**src/common/flash_id_cfg.svh**
```systemverilog
// constants for the identification-read and suspend command decoder
// What this block does
// - quad ID read 94h takes zero address, returns maker then device code on four lines
// - quad ID read with address one returns device code first
// - identifier bits leave on serial clock falling edges, most significant first
// - ident read 9Fh returns maker code, memory type, capacity: 24 bits
// - ident read while program or erase runs is not decoded, cycle unaffected
// - chip select high ends ident output at any time; device goes to standby
// - suspend 75h interrupts only a running page program or sector/block erase
// - suspend taken only when both suspend flags clear and busy flag set
// - accepted suspend sets its flag at once, clears busy within suspend latency
// - program suspend rejects status writes, security erase/program, erases, page programs
// - erase suspend rejects status writes, security erase and all erases
// - either suspend accepts status reads and extended-address read and write
// - either suspend accepts every array read variant
// - reset-enable and reset accepted at any time
// - erase suspend accepts page program and quad page program, both address forms
// - erase suspend accepts write enable
// - resume 7Ah accepted while suspended
// - power loss while suspended clears the suspended state
// - resume taken when a suspend flag set and busy clear; busy back within 200ns
`ifndef FLASH_ID_CFG_SVH
`define FLASH_ID_CFG_SVH

`define OP_QIO_ID     8'h94
`define OP_IDENT      8'h9f
`define OP_PAUSE      8'h75
`define OP_CONTINUE   8'h7a
`define OP_WREN       8'h06
`define OP_RST_EN     8'h66
`define OP_RST        8'h99

`define QIO_ADDR_CLKS 5'h06
`define QIO_DUMMY_CLKS 5'h06
`define IDENT_BITS    5'h18

`define CLK_NS        8
`define TSUS_NS       5000
`define TSUS_CYC      (`TSUS_NS / `CLK_NS)
`define TRES_NS       200
`define TRES_CYC      (`TRES_NS / `CLK_NS)

`endif

```
**src/common/flash_id_pkg.sv**
```systemverilog
// types shared by the identification and suspend decoder
package flash_id_pkg;
  typedef enum logic [2:0] {PH_IDLE, PH_CMD, PH_ADDR, PH_DUMMY, PH_OUT, PH_ONE, PH_SKIP} phase_t;
  typedef enum logic [1:0] {PEND_NONE, PEND_PAUSE, PEND_CONT} pend_t;
endpackage

```
**src/rtl/flash_id_suspend.sv**
```systemverilog
// serial flash ID reads, program/erase suspend and resume, suspend-time command filter
`timescale 1ns/100ps
`include "flash_id_cfg.svh"

module flash_id_suspend
  import flash_id_pkg::*;
#(
  parameter logic [7:0] MFR_CODE  = 8'h5a, // arbitrary value
  parameter logic [7:0] DEV_CODE  = 8'h3c, // arbitrary value
  parameter logic [7:0] MEM_TYPE  = 8'h40, // arbitrary value
  parameter logic [7:0] MEM_SIZE  = 8'h19  // arbitrary value
) (
  input  wire logic       i_ref_clk,
  input  wire logic       i_reset,
  input  wire logic       i_sclk,
  input  wire logic       i_cs_n,
  input  wire logic [3:0] i_io,
  input  wire logic       i_power_good,
  input  wire logic       i_op_start,
  input  wire logic       i_op_is_erase,
  input  wire logic       i_op_done,
  output logic      [3:0] o_io,
  output logic      [3:0] o_io_oe_n,
  output logic            o_wip,
  output logic            o_prog_susp,
  output logic            o_erase_susp,
  output logic            o_engine_hold,
  output logic            o_cmd_valid,
  output logic      [7:0] o_cmd_opcode
);

  // assertion windows: the latency count plus slack for the edge detectors
  localparam int TSUS_MAX = `TSUS_CYC + 2;
  localparam int TRES_MAX = `TRES_CYC + 2;

  // ---------------------------------------------------------------
  // opcode filter
  // ---------------------------------------------------------------

  // true when an opcode may pass on to the rest of the device
  function automatic logic permitted(input logic [7:0] op, input logic psus, input logic esus);
    logic always_ok;
    logic erase_ok;
    always_ok = 1'b0;
    erase_ok  = 1'b0;
    case (op)
      8'h05, 8'h35, 8'h15, 8'hc8, 8'hc5: always_ok = 1'b1;
      8'h03, 8'h13, 8'h0b, 8'h0c, 8'hbb, 8'hbc: always_ok = 1'b1;
      8'h3b, 8'h3c, 8'heb, 8'hec, 8'h6b, 8'h6c: always_ok = 1'b1;
      `OP_RST_EN, `OP_RST: always_ok = 1'b1;
      8'h02, 8'h12, 8'h32, 8'h34, `OP_WREN: erase_ok = 1'b1;
      default: always_ok = 1'b0;
    endcase
    if (!psus && !esus) begin
      permitted = 1'b1;
    end else if (esus) begin
      permitted = always_ok | erase_ok;
    end else begin
      permitted = always_ok;
    end
  endfunction

  // ---------------------------------------------------------------
  // pin synchronisers
  // ---------------------------------------------------------------

  logic [1:0] sclk_sy_r;
  logic [1:0] cs_sy_r;
  logic [1:0] pg_sy_r;
  logic [3:0] io_m_r;
  logic [3:0] io_s_r;
  logic       sclk_d_r;
  logic       cs_d_r;

  // two flops on the serial clock, chip select, power-good and io inputs, then one more on clock and select for edge finding
  always_ff @(posedge i_ref_clk) begin
    sclk_sy_r <= {sclk_sy_r[0], i_sclk};
    cs_sy_r   <= {cs_sy_r[0], i_cs_n};
    pg_sy_r   <= {pg_sy_r[0], i_power_good};
    io_m_r    <= i_io;
    io_s_r    <= io_m_r;
    sclk_d_r  <= sclk_sy_r[1];
    cs_d_r    <= cs_sy_r[1];
  end

  // edges are found one flop behind the synchronisers; a high chip select masks
  // every serial clock edge, so a deselect with the clock still high ends cleanly
  wire cs_hi    = cs_sy_r[1];
  wire cs_rise  = cs_sy_r[1] & ~cs_d_r;
  wire sck_rise = ~cs_hi & sclk_sy_r[1] & ~sclk_d_r;
  wire sck_fall = ~cs_hi & ~sclk_sy_r[1] & sclk_d_r;
  wire pwr_lost = ~pg_sy_r[1];

  // ---------------------------------------------------------------
  // serial frame state
  // ---------------------------------------------------------------

  phase_t      phase_r;
  phase_t      phase_nxt;
  logic [4:0]  cnt_r;
  logic [4:0]  cnt_nxt;
  logic [7:0]  op_r;
  logic [23:0] addr_r;
  logic [23:0] sh_r;
  logic        quad_r;
  logic [3:0]  io_r;
  logic [3:0]  oe_n_r;

  logic        wip_r;
  logic        psus_r;
  logic        esus_r;
  logic        hold_r;
  pend_t       pend_r;
  logic [11:0] dly_r;
  logic        cmd_valid_r;
  logic [7:0]  cmd_op_r;

  // opcode decode at the eighth rising edge; one-byte commands act only at deselect
  wire [7:0] op_full   = {op_r[6:0], io_s_r[0]};
  wire       op_last   = sck_rise & (phase_r == PH_CMD) & (cnt_r == 5'h07);
  wire       busy_run  = wip_r & ~psus_r & ~esus_r;
  wire       id_cmd    = (op_full == `OP_IDENT) | (op_full == `OP_QIO_ID);
  wire       id_go     = op_last & id_cmd & ~busy_run;
  wire       fwd_ok    = op_last & ~id_cmd & (op_full != `OP_PAUSE) & (op_full != `OP_CONTINUE)
                         & permitted(op_full, psus_r, esus_r);
  wire       one_byte  = cs_rise & (phase_r == PH_ONE);
  wire       pause_cmd = one_byte & (op_r == `OP_PAUSE);
  wire       cont_cmd  = one_byte & (op_r == `OP_CONTINUE);
  wire       pause_go  = pause_cmd & wip_r & ~psus_r & ~esus_r & (pend_r == PEND_NONE) & ~pwr_lost;
  wire       cont_go   = cont_cmd & ~wip_r & (psus_r | esus_r) & (pend_r == PEND_NONE) & ~pwr_lost;
  wire       addr_end  = sck_rise & (phase_r == PH_ADDR) & (cnt_r == `QIO_ADDR_CLKS - 5'h01);
  wire       dummy_end = sck_rise & (phase_r == PH_DUMMY) & (cnt_r == `QIO_DUMMY_CLKS - 5'h01);
  wire       dev_first = ({addr_r[19:0], io_s_r} == 24'h000001);

  // next frame phase and bit count
  always_comb begin
    phase_nxt = phase_r;
    cnt_nxt   = cnt_r;
    if (cs_hi) begin
      phase_nxt = PH_IDLE;
      cnt_nxt   = 5'h00;
    end else if (phase_r == PH_IDLE) begin
      phase_nxt = PH_CMD;
      cnt_nxt   = 5'h00;
    end else if (sck_rise) begin
      cnt_nxt = cnt_r + 5'h01;
      case (phase_r)
        PH_CMD: begin
          if (cnt_r == 5'h07) begin
            cnt_nxt = 5'h00;
            if (op_full == `OP_QIO_ID && !busy_run) begin
              phase_nxt = PH_ADDR;
            end else if (op_full == `OP_IDENT && !busy_run) begin
              phase_nxt = PH_OUT;
            end else if (op_full == `OP_PAUSE || op_full == `OP_CONTINUE) begin
              phase_nxt = PH_ONE;
            end else begin
              phase_nxt = PH_SKIP;
            end
          end
        end
        PH_ADDR: begin
          if (addr_end) begin
            phase_nxt = PH_DUMMY;
            cnt_nxt   = 5'h00;
          end
        end
        PH_DUMMY: begin
          if (dummy_end) begin
            phase_nxt = PH_OUT;
          end
        end
        PH_ONE:  phase_nxt = PH_SKIP; // extra clocks cancel the one-byte command
        PH_OUT:  cnt_nxt = 5'h00;
        PH_SKIP: cnt_nxt = 5'h00;
        default: phase_nxt = PH_SKIP;
      endcase
    end
  end

  // frame registers and identifier shifting
  always_ff @(posedge i_ref_clk) begin
    if (i_reset) begin
      phase_r <= PH_IDLE;
      cnt_r   <= 5'h00;
      op_r    <= 8'h00;
      addr_r  <= 24'h000000;
      sh_r    <= 24'h000000;
      quad_r  <= 1'b0;
    end else begin
      phase_r <= phase_nxt;
      cnt_r   <= cnt_nxt;
      if (sck_rise && phase_r == PH_CMD) begin
        op_r <= op_full;
      end
      if (sck_rise && phase_r == PH_ADDR) begin
        addr_r <= {addr_r[19:0], io_s_r};
      end
      if (id_go && op_full == `OP_IDENT) begin
        sh_r   <= {MFR_CODE, MEM_TYPE, MEM_SIZE};
        quad_r <= 1'b0;
      end else if (addr_end) begin
        sh_r   <= dev_first ? {8'h00, DEV_CODE, MFR_CODE} : {8'h00, MFR_CODE, DEV_CODE};
        quad_r <= 1'b1;
      end else if (sck_fall && phase_r == PH_OUT) begin
        sh_r <= quad_r ? {8'h00, sh_r[11:0], sh_r[15:12]} : {sh_r[22:0], sh_r[23]};
      end
    end
  end

  // output pins change only on falling serial clock, released when deselected
  always_ff @(posedge i_ref_clk) begin
    if (i_reset) begin
      io_r   <= 4'h0;
      oe_n_r <= 4'hf;
    end else if (cs_hi || phase_r != PH_OUT) begin
      oe_n_r <= 4'hf;
    end else if (sck_fall) begin
      io_r   <= quad_r ? sh_r[15:12] : {2'b00, sh_r[23], 1'b0};
      oe_n_r <= quad_r ? 4'h0 : 4'hd;
    end
  end

  // ---------------------------------------------------------------
  // busy and suspend flags
  // ---------------------------------------------------------------

  // a pending suspend or resume latency has run out
  wire dly_done = (pend_r != PEND_NONE) & (dly_r == 12'h000);

  // suspend flags change at once and busy follows after the latency count;
  // an engine start in the same cycle as a busy clear wins
  always_ff @(posedge i_ref_clk) begin
    if (i_reset || pwr_lost) begin
      wip_r  <= 1'b0;
      psus_r <= 1'b0;
      esus_r <= 1'b0;
      hold_r <= 1'b0;
      pend_r <= PEND_NONE;
      dly_r  <= 12'h000;
    end else begin
      if (pause_go) begin
        psus_r <= ~i_op_is_erase;
        esus_r <= i_op_is_erase;
        hold_r <= 1'b1;
        pend_r <= PEND_PAUSE;
        dly_r  <= 12'(`TSUS_CYC - 1);
      end else if (cont_go) begin
        psus_r <= 1'b0;
        esus_r <= 1'b0;
        hold_r <= 1'b0;
        pend_r <= PEND_CONT;
        dly_r  <= 12'(`TRES_CYC - 1);
      end else if (dly_done) begin
        pend_r <= PEND_NONE;
      end else if (pend_r != PEND_NONE) begin
        dly_r <= dly_r - 12'h001;
      end
      if (i_op_start || (dly_done && pend_r == PEND_CONT)) begin
        wip_r <= 1'b1;
      end else if (dly_done && pend_r == PEND_PAUSE) begin
        wip_r <= 1'b0;
      end else if (i_op_done && !hold_r) begin
        wip_r <= 1'b0;
      end
    end
  end

  // permitted opcodes forwarded as a one-cycle strobe
  always_ff @(posedge i_ref_clk) begin
    if (i_reset) begin
      cmd_valid_r <= 1'b0;
      cmd_op_r    <= 8'h00;
    end else begin
      cmd_valid_r <= fwd_ok;
      if (fwd_ok) begin
        cmd_op_r <= op_full;
      end
    end
  end

  assign o_io          = io_r;
  assign o_io_oe_n     = oe_n_r;
  assign o_wip         = wip_r;
  assign o_prog_susp   = psus_r;
  assign o_erase_susp  = esus_r;
  assign o_engine_hold = hold_r;
  assign o_cmd_valid   = cmd_valid_r;
  assign o_cmd_opcode  = cmd_op_r;

  // ---------------------------------------------------------------
  // checks
  // ---------------------------------------------------------------

  // remembers whether the frame stood in its output phase one clock ago
  logic out_seen_r;
  always_ff @(posedge i_ref_clk) begin
    out_seen_r <= (phase_r == PH_OUT);
  end

  // output lines stay released while deselected
  deselect_release_a: assert property (@(posedge i_ref_clk) disable iff (i_reset)
    cs_hi ##1 cs_hi |-> oe_n_r == 4'hf) else $error("pins driven while deselected");

  // accepted suspend: flag and hold at once, busy gone within the suspend latency
  pause_flag_set_a: assert property (@(posedge i_ref_clk) disable iff (i_reset)
    pause_go && !pwr_lost |=> (psus_r ^ esus_r) && hold_r) else $error("suspend flag not set");
  pause_busy_clear_a: assert property (@(posedge i_ref_clk) disable iff (i_reset)
    pause_go |-> ##[1:TSUS_MAX] !wip_r) else $error("busy not cleared in suspend latency");

  // accepted resume: flags drop at once, busy back within its latency
  cont_busy_set_a: assert property (@(posedge i_ref_clk) disable iff (i_reset || pwr_lost)
    cont_go |=> !psus_r && !esus_r ##[0:TRES_MAX] wip_r) else $error("resume timing wrong");

  // a refused suspend or resume leaves both suspend flags where they were
  pause_ignored_a: assert property (@(posedge i_ref_clk) disable iff (i_reset || pwr_lost)
    pause_cmd && (!wip_r || psus_r || esus_r) |=> $stable(psus_r) && $stable(esus_r)) else $error("bad suspend taken");
  resume_ignored_a: assert property (@(posedge i_ref_clk) disable iff (i_reset || pwr_lost)
    cont_cmd && (wip_r || !(psus_r || esus_r)) |=> $stable(psus_r) && $stable(esus_r) && $stable(hold_r))
    else $error("bad resume taken");

  // forbidden opcodes never leave the filter while suspended
  prog_susp_filter_a: assert property (@(posedge i_ref_clk) disable iff (i_reset)
    o_cmd_valid && $past(psus_r) |-> !(o_cmd_opcode inside {8'h01, 8'h31, 8'h11, 8'h44, 8'h42, 8'h20,
      8'h52, 8'hd8, 8'hc7, 8'h60, 8'h02, 8'h32, 8'h06})) else $error("opcode passed in program suspend");
  erase_susp_filter_a: assert property (@(posedge i_ref_clk) disable iff (i_reset)
    o_cmd_valid && $past(esus_r) |-> !(o_cmd_opcode inside {8'h01, 8'h31, 8'h11, 8'h44, 8'h20, 8'h52,
      8'hd8, 8'hc7, 8'h60})) else $error("opcode passed in erase suspend");

  // allowed opcodes always leave the filter while suspended, unchanged
  susp_accept_a: assert property (@(posedge i_ref_clk) disable iff (i_reset)
    op_last && (psus_r || esus_r) && (op_full inside {8'h05, 8'h35, 8'h15, 8'hc8, 8'hc5, 8'h03, 8'h13,
      8'h0b, 8'h0c, 8'hbb, 8'hbc, 8'h3b, 8'h3c, 8'heb, 8'hec, 8'h6b, 8'h6c, 8'h66, 8'h99})
    |=> o_cmd_valid && o_cmd_opcode == $past(op_full)) else $error("allowed opcode dropped in suspend");
  erase_susp_accept_a: assert property (@(posedge i_ref_clk) disable iff (i_reset)
    op_last && esus_r && (op_full inside {8'h02, 8'h12, 8'h32, 8'h34, 8'h06})
    |=> o_cmd_valid && o_cmd_opcode == $past(op_full)) else $error("program opcode dropped in erase suspend");

  // identification refused while a cycle runs; other opcodes still pass on
  ident_busy_a: assert property (@(posedge i_ref_clk) disable iff (i_reset)
    op_last && busy_run && id_cmd |=> phase_r != PH_OUT && !o_cmd_valid) else $error("command decoded while busy");

  // power loss wipes busy and suspend state
  power_loss_a: assert property (@(posedge i_ref_clk) disable iff (i_reset)
    pwr_lost |=> !psus_r && !esus_r && !wip_r) else $error("suspend kept over power loss");

  // identifier bits move only on a falling serial clock during output
  fall_edge_out_a: assert property (@(posedge i_ref_clk) disable iff (i_reset)
    $changed(io_r) |-> $past(sck_fall) && out_seen_r) else $error("data changed off falling edge");

endmodule

```
**config.mk**
```make
export PLATFORM = sky130hd
export DESIGN_NAME = flash_id_suspend
export DESIGN_NICKNAME = d
export VERILOG_FILES = /design/src/common/flash_id_pkg.sv /design/src/rtl/flash_id_suspend.sv
export VERILOG_INCLUDE_DIRS = /design/src /design/src/common
export SDC_FILE = /design/constraint.sdc
export NUM_CORES = 1
export LEC_CHECK = 0
export BUFFER_PORTS_ARGS = -buffer_cell sky130_fd_sc_hd__buf_4
export CAP_MARGIN = 20
export CORE_MARGIN = 2
export CORE_UTILIZATION = 45
export DETAILED_ROUTE_END_ITERATION = 8
export GPL_ROUTABILITY_DRIVEN = 0
export PLACE_DENSITY_LB_ADDON = 0.1
export SLEW_MARGIN = 40
export SYNTH_ARGS = -nofsm -noshare
export SYNTH_HDL_FRONTEND = slang
export SYNTH_SLANG_ARGS = --single-unit
```
**constraint.sdc**
```tcl
create_clock -name i_ref_clk -period 3.1 [get_ports i_ref_clk]
set_clock_uncertainty 0.05 [all_clocks]
set_input_delay 0.155 -clock i_ref_clk [delete_from_list [all_inputs] [get_ports i_ref_clk]]
set_output_delay 0.155 -clock i_ref_clk [all_outputs]
set_load 0.02 [all_outputs]
```
# --- After elaboration in Yosys (flattened, before gate mapping) ---
# Index checks and enable logic that the tools add are counted.
word_totals:
  reg_bits: 112
  output_inout_bits: 21
  word_cells: 215
classes:
  add_sub_neg: 2
  eq_ne: 53
  mux: 37
  bitwise_logic: 49
  reduce_logical: 46
op_table:
  columns: ["operator", "count"]
  rows:
  - ["$eq A8 B8 Y1 const B", 9]
  - ["$mux W24", 3]
  - ["$eq A8 B7 Y1 const B", 7]
  - ["$eq A8 B6 Y1 const B", 5]
  - ["$mux W10", 4]
  - ["$and A1 B1 Y1", 32]
  - ["$eq A24 B1 Y1 const B", 1]
  - ["$eq A8 B5 Y1 const B", 3]
  - ["$mux W23", 1]
  - ["$reduce_or A19 Y1", 1]
  - ["$eq A8 B2 Y1 const B", 2]
  - ["$eq A8 B3 Y1 const B", 2]
  - ["$eq A8 B4 Y1 const B", 2]
  - ["$ne A8 B7 Y1 const B", 2]
  - ["$mux W15", 1]
  - ["$pmux W5 S3", 1]
  - ["$mux W1", 14]
  - ["$not A1 Y1", 14]
  - ["$logic_not A12 Y1", 1]
  - ["$mux W3", 4]
  - ["$ne A3 B3 Y1 const B", 4]
  - ["$pmux W3 S4", 1]
  - ["$reduce_bool A2 Y1", 6]
  - ["$reduce_bool A3 Y1", 4]
  - ["other kinds (25)", 63]

# --- Longest topological paths before layout ---
depth:
  ltp_word: 11
  ltp_mapped: 8
  ltp_nobuf: 7

# --- Worst setup path before layout ---
# OpenSTA, ideal clock, no wires.
synth_path:
  path_type: "reg2reg"
  from: "reg phase_r[2]"
  to: "reg cmd_op_r[6] (netlist: o_cmd_opcode[6])"
  setup_ns: 0.092
  arrival_time_ns: 2.036
  required_time_ns: 2.958
  slack_ns: 0.921
  stages_incl_launch_ff: 9
  cell_sequence: "dfxtp_1 -> buf_2 -> nor3b_4 -> nand3_4 -> or3_1 -> buf_6 -> or2_1 -> buf_6 -> o311ai_4"
synth_between:
  elab_chain_len: 7
synth_rtl:
  columns: ["item", "line_no", "rtl"]
  rows:
  - ["start, declared", "flash_id_suspend.sv:98", "phase_t phase_r;"]
  - ["start signal, assigned", "flash_id_suspend.sv:191", "phase_r <= phase_nxt;"]
  - ["$eq A3 B1 Y1", "flash_id_suspend.sv:120", "wire op_last = sck_rise & (phase_r == PH_CMD) & (cnt_r == 5'h07);"]
  - ["$and A1 B1 Y1 (2 in series)", "flash_id_suspend.sv:120", null]
  - ["$and A1 B1 Y1 (4 in series)", "flash_id_suspend.sv:124", "wire fwd_ok = op_last & ~id_cmd & (op_full != `OP_PAUSE) & (op_full != `OP_CONTINUE)"]
  - ["end signal, assigned", "flash_id_suspend.sv:277", "cmd_op_r <= op_full;"]
  - ["end, declared", "flash_id_suspend.sv:116", "logic [7:0] cmd_op_r;"]
# No other way between the ends.
# A chain may end at the register's enable or synchronous reset.

# --- Worst setup path in the final report ---
layout_path:
  from: "reg op_r[1]"
  to: "reg cmd_op_r[1] (netlist: o_cmd_opcode[1])"
layout_between:
  elab_chain_len: 7
  elab_cells_between_ends: 41
layout_rtl:
  columns: ["item", "line_no", "rtl"]
  rows:
  - ["start, declared", "flash_id_suspend.sv:102", "logic [7:0] op_r;"]
  - ["start signal, assigned", "flash_id_suspend.sv:194", "op_r <= op_full;"]
  - ["$eq A8 B7 Y1, or another cell as far along", "flash_id_suspend.sv:46", "case (op)"]
  - ["$reduce_or A19 Y1 (no line), or another cell as far along", null, null]
  - ["$mux W1 / $not A1 Y1 (equally long branches)", "flash_id_suspend.sv:46, flash_id_suspend.sv:124", null]
  - ["$or A1 B1 Y1 / $and A1 B1 Y1 (equally long branches)", "flash_id_suspend.sv:57, flash_id_suspend.sv:124", null]
  - ["$mux W1 / $and A1 B1 Y1 (equally long branches)", "flash_id_suspend.sv:56, flash_id_suspend.sv:124", null]
  - ["$mux W1 / $and A1 B1 Y1 (equally long branches)", "flash_id_suspend.sv:54, flash_id_suspend.sv:124", null]
  - ["$and A1 B1 Y1 *", "flash_id_suspend.sv:124", null]
# Mark *: on every way between the ends. The rest lies on a longest branch, timed or not.

==> impl_metrics.toml <==
[floorplanning]
coreArea_um2 = 10800
die_h_um = 109
initial_core_util = 0.462
die_w_um = 109
row_count = 38
die_area_um2 = 12000
io_pins = 33

[critical_path]
critical_path.endpoint_type = "flip-flop"
crit_required_ns = 3.30
worst-path-max-fanout = 14
arrival_ns = 2.69
cp.depth = 5
path_cells = "or4bb_1 > a2111oi_2 > or3_1 > or2_1 > o211ai_1"
slowest_stage = "dfxtp_1"
worst-setup-path-type = "reg -> reg"
start_kind = "flip-flop"
reg2reg_depth = 5
path_buf_inv = 0
path_delay_family = "simple AND/OR/NAND/NOR gates"
crit_path_max_incr_delay_ns = 0.58

[clocking]
ctsResizeCount = 0
insertion_delay_ns = 0.37
root_buffer = "clkbuf_8"
cts_tree = "yes"
clockBufferDepth = 2
cts.sinks = 110
clk_pin_slew_worst_paths_ns = 0.11
htreeDepth = 3
numCtsBuffers = 9

[synthesis]
ys_top_cells_by_area = "dfxtp_1, mux2i_1, nor2_1"
synthDistinctLibCells = 62
syn_inst = 568
yosysTopAreaCell = "dfxtp_1"
yosys_warnings = 0
synth_edf_count = 0
yosysTopAreaCellShare = 0.440
synthArstFlopShare = 0
synth_fp_nets = 584
yosys_most_used_dff = "dfxtp_1"
avgSynthCellArea_um2 = 8.81
syn_area_um2 = 5000
synth.yosys.seq_area_share = 0.440
ys_seq_elements = 110

[finish]
nNetsFinal = 606
drive_gt1_frac = 0.118
n_antenna_cell = 0
syn2layout_area_growth_pct = 12.5
utilization = 0.519

[global_route]
overflow = 0
grt_pass1_wl_um = 18300
grt_usage = 0.190
grt_pass1_vias = 3806
grt_max_degree = 67
antenna_found_initial = 0

[timing]
setup_violations = 0
period_share = 0.805
post-route-min-period_ns = 2.50
worst_slew_pin_slew_ns = 0.694
rsz0062_at_grt = "no"
fin_setup_tns_ns = 0
report.final.hold_viol_count = 0
drv_slew = 0
fmax_mhz = 401
relSlewSlack = 0.537

[status]
status = "finished, final reports clean"

[drt]
routed_wl_um = 10500
drt-initial-drc-count = 226
drc = 0
drt_first_pass_iters = 4
avgRoutedWirePerCell_um = 14.3
vias_per_cell = 5.58
num_vias = 4099
postRouteAntennaNets = 0

[worst_hold_path]
hold_depth = 2
hp-class = "in -> reg"

[place]
dp_hpwl_um = 6980
numPortBuffers = 32

[power_and_ir_drop]
powerDensity_nw_per_um2 = 430
p_leak_nw = 2.03
peakVddDrop_uv = 217

[flow_run]
drv_cap = 0
-- worst register-to-register path: stages, from the launching register on --
cell       delay, ns
dfxtp_1         0.58
or4bb_1         0.54
a2111oi_2       0.34
or3_1           0.36
or2_1           0.36
o211ai_1        0.15
-- through the flow --
stage / power (W) / worst slack [ns] / cell area, um2 / std cells / hold WS [ns]
floorplan: 0.00151 / 0.921 / 5000 / 568 / 0.133
global route: 0.00252 / 0.376 / 5630 / 734 / 0.264
finish: 0.00242 / 0.604 / 5630 / 734 / 0.260
global placement: 0.00154 / 0.700 / 5330 / 710 / 0.210
detailed placement: 0.00154 / 0.609 / 5330 / 710 / 0.211
CTS: 0.00245 / 0.593 / 5630 / 734 / 0.243
-- kinds of logic (layout without fill, tap and decap cells) --
group,after synthesis,after routing,share of synthesized area
multiplexers,35,35,0.0700
flip-flops,110,110,0.440
AND/OR/NAND/NOR,241,241,0.260
AO/OA/AOI/OAI,116,116,0.156
adder cells (fa/ha/maj),4,4,0.0100
XOR/XNOR,12,12,0.0210
buffers and inverters,50,76,0.0425
-- state kept, by name, summed over array words and instances (netlist names), 2 cells and up --
signal,count
o_io_oe_n,2
pg_sy_r,2
sh_r,24
pend_r,2
sclk_sy_r,2
cs_sy_r,2
op_r,8
phase_r,3
o_cmd_opcode,8
io_s_r,4
o_io,4
cnt_r,5
addr_r,20
dly_r,12
io_m_r,4
-- worst paths after layout --
path / start / to / slack, ns
worst max-delay path: op_r[1] / o_cmd_opcode[1] / 0.60
worst min-delay path: i_reset / addr_r[16] / 0.26
worst max register to register: op_r[1] / o_cmd_opcode[1] / 0.60
worst min register to register: io_m_r[1] / io_s_r[1] / 0.29
-- synthesized netlist by cell type (2+ instances only) --
cell type,n
a21oi_1,39
a2bb2oi_1,2
nor2_1,63
nor4_1,15
o211ai_2,2
o311ai_0,3
buf_4,2
o21ai_0,11
buf_2,2
xor2_1,9
nand2b_1,15
nor2b_1,12
nor4bb_1,2
a31oi_1,14
nand3_1,30
xnor2_1,3
and3b_1,2
buf_6,2
nand2_1,46
mux2i_1,35
a211oi_1,6
a22oi_1,11
ha_1,4
nand4bb_1,3
or3_1,6
nand4_1,9
clkbuf_1,27
or4bb_1,2
nor3_1,11
inv_1,10
nor3b_1,3
o21bai_1,3
nor4b_1,6
o211ai_1,12
nor3b_4,2
buf_1,7
dfxtp_1,110
nand4b_1,2
o2111ai_1,2
-- area by class of cell --
class | instances | area (um2)
fillers | 1038 | 5210
repair buffers | 51 | 405
multi-input cells | 408 | 2600
clock buffers | 9 | 124
well taps | 140 | 175
clock inverters | 6 | 81.3
inverters | 10 | 37.5
flip-flops and latches | 110 | 2200
-- power breakdown --
group | switching (W) | internal (W) | total, W
combinational | 0.0000426 | 0.0000345 | 0.0000772
sequential | 0.0000111 | 0.00143 | 0.00144
clock | 0.000521 | 0.000385 | 0.000906
total | 0.000575 | 0.00184 | 0.00242
-- placed cells by master (no fill, tap or decap), types with 4 or more instances in the layout --
| master | Yosys | routed |
|---|---|---|
| nor4b_1 | 6 | 6 |
| a21oi_1 | 39 | 39 |
| nand2b_1 | 15 | 15 |
| inv_1 | 10 | 10 |
| nor3_1 | 11 | 10 |
| nand3_1 | 30 | 30 |
| nor2_1 | 63 | 63 |
| xor2_1 | 9 | 9 |
| dlygate4sd3_1 | 0 | 9 |
| nand4_1 | 9 | 9 |
| or3_1 | 6 | 6 |
| a31oi_1 | 14 | 14 |
| a22oi_1 | 11 | 11 |
| clkbuf_8 | 0 | 9 |
| buf_4 | 2 | 42 |
| nor2b_1 | 12 | 12 |
| o211ai_1 | 12 | 12 |
| ha_1 | 4 | 4 |
| o21ai_0 | 11 | 11 |
| dfxtp_1 | 110 | 109 |
| nor4_1 | 15 | 15 |
| mux2i_1 | 35 | 35 |
| a211oi_1 | 6 | 6 |
| nand2_1 | 46 | 46 |
-- metal layers --
metal,share of wire,GRT usage,routed length [um]
met4,0.016,0.0714,164
met3,0.025,0.0290,267
met2,0.45,0.298,4700
met1,0.51,0.264,5350
met5,0,0,0
-- timing repair --
item / in CTS / in global routing
hold endpoints to repair: 9 / 0
hold buffers: 9 / 0
setup endpoints to repair: 0 / 0
setup buffers: 0 / 0
Power figures use the tool's default switching activity.
